`config.mk`:
```
export PLATFORM = sky130hd
export DESIGN_NAME = tactl_top
export DESIGN_NICKNAME = d
export VERILOG_FILES = /design/src/include/tactl_pkg.sv /design/src/design/tactl_prescaler.sv /design/src/design/tactl_top.sv
export SDC_FILE = /design/constraint.sdc
export NUM_CORES = 1
export LEC_CHECK = 0
export ABC_CLOCK_PERIOD_IN_PS = 3000
export BUFFER_PORTS_ARGS = -buffer_cell sky130_fd_sc_hd__buf_2
export CORE_ASPECT_RATIO = 0.75
export CORE_MARGIN = 3
export CORE_UTILIZATION = 55
export CTS_BUF_LIST = sky130_fd_sc_hd__clkbuf_2
export CTS_CLUSTER_SIZE = 40
export DETAILED_ROUTE_END_ITERATION = 8
export PLACE_DENSITY = 0.82
export SYNTH_ARGS = -nofsm -noshare
export SYNTH_HDL_FRONTEND = slang
export SYNTH_SLANG_ARGS = --single-unit
```
`constraint.sdc`:
```
create_clock -name i_clk -period 3 [get_ports i_clk]
set_clock_uncertainty 0.15 [all_clocks]
set_input_delay 0.3 -clock i_clk [delete_from_list [all_inputs] [get_ports i_clk]]
set_output_delay 0.3 -clock i_clk [all_outputs]
set_load 0.05 [all_outputs]
```
`src/include/tactl_pkg.sv`:
```
// constants and types shared by the type A timer control block
// assumes a 32-bit register port with byte offsets on an 8-bit address
package tactl_pkg;
  localparam int TACTL_AW = 8;
  localparam logic [TACTL_AW-1:0] TACTL_CTRL_OFS = 8'h00;
  localparam logic [TACTL_AW-1:0] TACTL_COUNT_OFS = 8'h04;
  localparam int TACTL_ON_BIT = 15;
  localparam int TACTL_IDLE_STOP_BIT = 13;
  localparam int TACTL_WR_BLOCK_BIT = 12;
  localparam int TACTL_WR_PEND_BIT = 11;
  localparam int TACTL_GATE_EN_BIT = 7;
  localparam int TACTL_DIV_HI_BIT = 5;
  localparam int TACTL_DIV_LO_BIT = 4;
  localparam int TACTL_SYNC_BIT = 2;
  localparam int TACTL_CSRC_BIT = 1;
  localparam logic [31:0] TACTL_CTRL_WMASK = 32'h0000B0B6;
  localparam logic [31:0] TACTL_CTRL_RESET = 32'h00000000;
  localparam logic [15:0] TACTL_COUNT_RESET = 16'h0000;
  localparam logic [7:0] TACTL_DIV1_LIM = 8'h00;
  localparam logic [7:0] TACTL_DIV8_LIM = 8'h07;
  localparam logic [7:0] TACTL_DIV64_LIM = 8'h3F;
  localparam logic [7:0] TACTL_DIV256_LIM = 8'hFF;
  localparam logic [1:0] TACTL_SEL_DIV1 = 2'h0;
  localparam logic [1:0] TACTL_SEL_DIV8 = 2'h1;
  localparam logic [1:0] TACTL_SEL_DIV64 = 2'h2;
  localparam logic [1:0] TACTL_SEL_DIV256 = 2'h3;
  typedef enum logic [1:0] {
    TACTL_WR_IDLE = 2'b01,
    TACTL_WR_PEND = 2'b10
  } tactl_wr_e;
endpackage

```
`src/design/tactl_prescaler.sv`:
```
// input prescaler of the type A timer: passes one tick in 1, 8, 64 or 256
// assumes input ticks are single-cycle pulses on i_clk
`timescale 1ns/1ns
`default_nettype none
module tactl_prescaler
  import tactl_pkg::*;
(
  input wire logic i_clk,
  input wire logic i_resetn,
  input wire logic i_en,
  input wire logic [1:0] i_sel,
  input wire logic i_tick,
  output logic o_tick
);
  typedef struct packed {
    logic [7:0] cnt;
  } tactl_psc_s;

  tactl_psc_s st_reg;
  tactl_psc_s st_next;
  logic [7:0] lim;

  always_comb begin
    case (i_sel)
      TACTL_SEL_DIV8: lim = TACTL_DIV8_LIM;
      TACTL_SEL_DIV64: lim = TACTL_DIV64_LIM;
      TACTL_SEL_DIV256: lim = TACTL_DIV256_LIM;
      default: lim = TACTL_DIV1_LIM;
    endcase
  end

  assign o_tick = i_en && i_tick && (st_reg.cnt >= lim);

  always_comb begin
    st_next = st_reg;
    // a disabled timer restarts its prescale phase from zero
    if (!i_en) begin
      st_next.cnt = 8'h00;
    end else if (i_tick) begin
      st_next.cnt = (st_reg.cnt >= lim) ? 8'h00 : st_reg.cnt + 8'h01;
    end
  end

  always_ff @(posedge i_clk or negedge i_resetn) begin
    if (!i_resetn) begin
      st_reg <= '0;
    end else begin
      st_reg <= st_next;
    end
  end
endmodule
`default_nettype wire

```
`src/design/tactl_top.sv`:
```
// type A 16-bit timer: control register, count register, prescaler and gate
// assumes a plain register port with read data one cycle after the strobe
// and an external timer clock input that is already synchronous to i_clk
//
// Summary of operation
// - the timer counts only while the enable bit 15 is set.
// - with idle-stop bit 13 set the timer halts in idle mode, otherwise it runs.
// - with write-block bit 12 set, count writes are dropped while one is pending.
// - in asynchronous mode bit 11 reads one while a count write is crossing over.
// - in synchronous mode bit 11 always reads zero.
// - with external clock source selected the gate enable bit 7 has no effect.
// - with internal clock source, bit 7 turns gated accumulation on and off.
// - bits 5:4 divide the input clock by 256, 64, 8 or 1 for codes 11, 10, 01, 00.
// - bits 31:16, 14, 10:8, 6, 3 and 0 ignore writes and read as zero.
//
// Implementation choices: the strobed register port and the register offsets.
`timescale 1ns/1ns
`default_nettype none
module tactl_top
  import tactl_pkg::*;
(
  input wire logic i_clk,
  input wire logic i_resetn,
  input wire logic [TACTL_AW-1:0] i_addr,
  input wire logic [31:0] i_wdata,
  input wire logic i_wr,
  input wire logic i_rd,
  output logic [31:0] o_rdata,
  input wire logic i_idle,
  input wire logic i_ext_clk,
  input wire logic i_gate,
  output logic [15:0] o_count
);
  typedef struct packed {
    logic [31:0] ctrl;
    logic [15:0] count;
    logic [15:0] pend_data;
    tactl_wr_e wstate;
    logic ext_prev;
    logic [31:0] rdata;
  } tactl_top_s;

  tactl_top_s st_reg;
  tactl_top_s st_next;

  logic on;
  logic csrc_ext;
  logic async_mode;
  logic running;
  logic ext_edge;
  logic gate_active;
  logic src_tick;
  logic psc_tick;
  logic count_wr;
  logic pending;
  logic wr_accept;
  logic ld_now;
  logic [15:0] ld_val;
  logic [31:0] ctrl_view;

  assign on = st_reg.ctrl[TACTL_ON_BIT];
  assign csrc_ext = st_reg.ctrl[TACTL_CSRC_BIT];
  assign async_mode = csrc_ext && !st_reg.ctrl[TACTL_SYNC_BIT];
  assign pending = (st_reg.wstate == TACTL_WR_PEND);
  assign ext_edge = i_ext_clk && !st_reg.ext_prev;
  // idle only freezes the timer when software asked for it
  assign running = on && !(st_reg.ctrl[TACTL_IDLE_STOP_BIT] && i_idle);
  assign gate_active = !csrc_ext && st_reg.ctrl[TACTL_GATE_EN_BIT];
  always_comb begin
    if (csrc_ext) begin
      src_tick = ext_edge;
    end else if (gate_active) begin
      src_tick = i_gate;
    end else begin
      src_tick = 1'b1;
    end
  end

  tactl_prescaler u_psc (
    .i_clk(i_clk),
    .i_resetn(i_resetn),
    .i_en(running),
    .i_sel(st_reg.ctrl[TACTL_DIV_HI_BIT:TACTL_DIV_LO_BIT]),
    .i_tick(src_tick),
    .o_tick(psc_tick)
  );

  assign count_wr = i_wr && (i_addr == TACTL_COUNT_OFS);
  // blocking mode drops a second write rather than corrupting one in flight
  assign wr_accept = count_wr && !(pending && st_reg.ctrl[TACTL_WR_BLOCK_BIT]);

  always_comb begin
    ld_now = 1'b0;
    ld_val = st_reg.pend_data;
    if (!async_mode && count_wr) begin
      ld_now = 1'b1;
      ld_val = i_wdata[15:0];
    end else if (async_mode && pending && ext_edge) begin
      ld_now = 1'b1;
    end
  end

  always_comb begin
    ctrl_view = st_reg.ctrl & TACTL_CTRL_WMASK;
    ctrl_view[TACTL_WR_PEND_BIT] = async_mode && pending;
  end

  always_comb begin
    st_next = st_reg;
    st_next.ext_prev = i_ext_clk;
    if (i_wr && i_addr == TACTL_CTRL_OFS) begin
      st_next.ctrl = i_wdata & TACTL_CTRL_WMASK;
    end
    if (ld_now) begin
      st_next.count = ld_val;
    end else if (psc_tick) begin
      st_next.count = st_reg.count + 16'h0001;
    end
    case (st_reg.wstate)
      TACTL_WR_IDLE: begin
        if (async_mode && wr_accept) begin
          st_next.pend_data = i_wdata[15:0];
          st_next.wstate = TACTL_WR_PEND;
        end
      end
      TACTL_WR_PEND: begin
        if (!async_mode) begin
          st_next.wstate = TACTL_WR_IDLE;
        end else if (wr_accept) begin
          // back-to-back write replaces the data still waiting
          st_next.pend_data = i_wdata[15:0];
        end else if (ext_edge) begin
          st_next.wstate = TACTL_WR_IDLE;
        end
      end
      default: st_next.wstate = TACTL_WR_IDLE;
    endcase
    st_next.rdata = 32'h00000000;
    if (i_rd) begin
      case (i_addr)
        TACTL_CTRL_OFS: st_next.rdata = ctrl_view;
        TACTL_COUNT_OFS: st_next.rdata = {16'h0000, st_reg.count};
        default: st_next.rdata = 32'h00000000;
      endcase
    end
  end

  always_ff @(posedge i_clk or negedge i_resetn) begin
    if (!i_resetn) begin
      st_reg.ctrl <= TACTL_CTRL_RESET;
      st_reg.count <= TACTL_COUNT_RESET;
      st_reg.pend_data <= TACTL_COUNT_RESET;
      st_reg.wstate <= TACTL_WR_IDLE;
      st_reg.ext_prev <= 1'b0;
      st_reg.rdata <= 32'h00000000;
    end else begin
      st_reg <= st_next;
    end
  end

  assign o_rdata = st_reg.rdata;
  assign o_count = st_reg.count;
endmodule
`default_nettype wire

```
==> impl_metrics.tcl <==
set metrics [dict create \
    status "completed" \
    dieArea_mm2 0.007774 \
    wl_met2_um 3541 \
    grt_overflow 0 \
    setup_viol 0 \
    cp.required_ps 3240 \
    clkTransAtPathRegs_ps 190 \
    synth_edf_count 0 \
    drive_gt1_share_pct 29.18 \
    post_cts_buffers 0 \
    io_buffers 62 \
    drt-met1-wl_um 3876 \
    n_antenna_cell 0 \
    largest_reg_flops 19 \
    hold_class "in -> reg" \
    yosysTopAreaCell "dfrtp_1" \
    startpoint_type "flip-flop" \
    pwr-share-seq_pct 46.3 \
    arrival_ps 3010 \
    synth_async_sr_flop_share_pct 100.0 \
    grtUsageTotal_pct 22.79 \
    synth_warnings 0 \
    cpMostUsedCell "nor3_1" \
    nNetsFinal 475 \
    first_iter_violations 244 \
    worst_slack_ps 236.2 \
    cts_num_sinks 67 \
    crit_type "reg -> reg" \
    power_density_mw_per_mm2 555.5 \
    initial_core_util_pct 57.83 \
    synthCells 359 \
    switching_share_pct 37.95 \
    area_growth_pct 12.89 \
    path_depth 9 \
    reg2reg_depth 9 \
    clk_path_buf_depth 2 \
    synth_area_mm2 0.003709 \
    wire_per_inst_um 16.67 \
    cp_slowest_cell "dfrtp_1" \
    max_freq_mhz 361.8 \
    ys_seq_elements 67 \
    routabilityCongestion 0.8875 \
    totalWireLength_um 8434 \
    clkLatencyLatePin_ps 510 \
    drv_cap 0 \
    antenna_found_initial 0 \
    tritoncts "built" \
    ys.flop_type "dfrtp_1" \
    power.switching_mw 0.8826 \
    hold_violations 0 \
    min_path_cells 5 \
    fin_crit_ps 2764 \
    timing.final.crit_share_pct 92.13 \
    cts_inserted_buffers 9 \
    fin_setup_tns_ps 0 \
    post-synth-top-area-fraction_pct 44.53 \
    dpl_cell_area_mm2 0.003850 \
    routed.top_layer "met4" \
    ys_top_cells_by_area "dfrtp_1 (45%), buf_4 (9.7%), mux2_2 (7.6%)" \
    rsz0062_at_grt "false" \
    final_cell_area_mm2 0.004187 \
    yosysMostFrequentCell "dfrtp_1" \
    dpl.hpwl_um 6112 \
    grt_max_degree 42 \
    cts.htree.levels 3 \
    slew_headroom_pct 40.83 \
    vias 2955 \
    ys_types 50 \
    peakVddDrop_uv 285.1 \
    slowest_delay_ps 470 \
    p_int_mw 1.443 \
    cp_max_fo 6 \
    dp_slack_ps 339.8 \
    wl_met3_um 841 \
    num_io_pins 95 \
    die_y_um 77.12 \
    synth-seq-area-share_pct 45.24 \
    dr.pass1.iters 5 \
    rows 25 \
    fp.dieW_um 100.8 \
    power_frac_clock_pct 26.3 \
    critical_path.top_delay_family "simple AND/OR/NAND/NOR gates" \
    drt-vias-per-instance 5.840 \
    cts_root_buffer "clkbuf_2" \
    power_mw 2.326 \
    grt_pass1_wl_um 13660 \
    end_kind "flip-flop" \
    postRouteAntennaNets 0 \
    p_leak_nw 2.045 \
    combPwrFrac_pct 27.4 \
    route.detailed.drc 0 \
    synth_commonest_cells "dfrtp_1 (66), buf_4 (48), nand2_1 (27)" \
    syn_avg_cell_area_um2 10.33 \
    grt_pass1_vias 2652 \
    core-area_mm2 0.006412 \
    postLayoutCoreUtil_pct 65.29 \
    max_slew.worst_pin.slew_ps 887.6 \
    path_cells "nor2_1 > ha_1 > or2_2 > a211oi_1 > o21a_1 > buf_4 > nor3_1 > nor3_1 > o21ai_0" \
    path_buf_inv 1 \
    slew_violations 0 \
]
worst register-to-register path, cell delays in order (launching register included):
cell and delay (ps):
dfrtp_1 470, nor2_1 270, ha_1 300, or2_2 270, a211oi_1 300, o21a_1 340
buf_4 210, nor3_1 50, nor3_1 200, o21ai_0 110
cell type report:
type	count	area [um2]
Clock buffer	9	45.04
Clock inverter	7	91.34
Fill cell	513	2226
Inverter	3	11.26
Multi-Input combinational cell	246	1667
Sequential cell	67	1678
Tap cell	81	101.3
Timing Repair Buffer	93	593.1
path summary, 6_finish.rpt:
path,end,slack [ps],start
min reg2reg,u_psc.st_reg[7]$_DFFE_PN0P_,370,u_psc.st_reg[7]$_DFFE_PN0P_
min in group asynchronous,o_rdata[15]$_DFF_PN0_,270,i_resetn
min,u_psc.st_reg[0]$_DFFE_PN0P_,200,i_idle
max reg2reg,o_count[0]$_DFFE_PN0P_,240,ctrl_view[5]$_DFFE_PN0P_
max,o_count[0]$_DFFE_PN0P_,240,ctrl_view[5]$_DFFE_PN0P_
max in group asynchronous,st_reg[48]$_DFFE_PN0P_,1660,i_resetn
power groups by stage:
| stage | Sequential (mW) | Clock, mW | Combinational, mW |
|---|---|---|---|
| final | 1.08 | 0.612 | 0.636 |
| after global routing | 1.09 | 0.658 | 0.689 |
| after CTS | 1.07 | 0.623 | 0.636 |
| after detailed placement | 1.09 | 0 | 0.614 |
| after global placement | 1.09 | 0 | 0.600 |
| after floorplan | 1.06 | 0 | 0.565 |
cells in the final DEF (no fill, tap or decap), drive strengths merged, types with 5 or more instances in the layout:
master,instances
dfrtp,66
nand3,12
and3,14
ha,8
buf,73
mux2,25
dlygate4sd3,20
nand2,27
o21ai,22
o31ai,5
a31oi,5
nor2,15
a21oi,7
clkbuf,9
nand2b,7
nor2b,13
a22oi,14
conb,16
o211ai,7
per-layer routing:
layer / GRT usage [%] / vias to the layer above
met5: 0 / -
met4: 7.537 / 0
met3: 5.636 / 24
met2: 30.75 / 170
met1: 35.26 / 1395
li1: - / 1366
timing repair:
| action | CTS | global route |
|---|---|---|
| gates resized for setup | 0 | 0 |
| endpoints found under the setup margin | 0 | 0 |
| hold endpoints to repair | 94 | 0 |
| hold buffers | 20 | 0 |
cell families after synthesis:
group	count (synthesis)	share of synthesized area (%)
buffers and inverters	61	11.34
AOI/OAI and AO/OA	79	14.58
and+or+nand+nor	110	16.57
xor gates and xnor gates	8	1.889
muxes	25	7.591
other	1	0.1011
DFF	67	45.24
adders and majority gates	8	2.699
per-stage QoR:
step / hold WS (ps) / cells
2_1_floorplan: -145.6 / 374
3_3_place_gp: 276.1 / 470
3_5_place_dp: 289.6 / 470
4_1_cts: 151.7 / 506
5_1_grt: 190.4 / 506
6_report: 195.4 / 506
(Power assumes the default switching activity.)
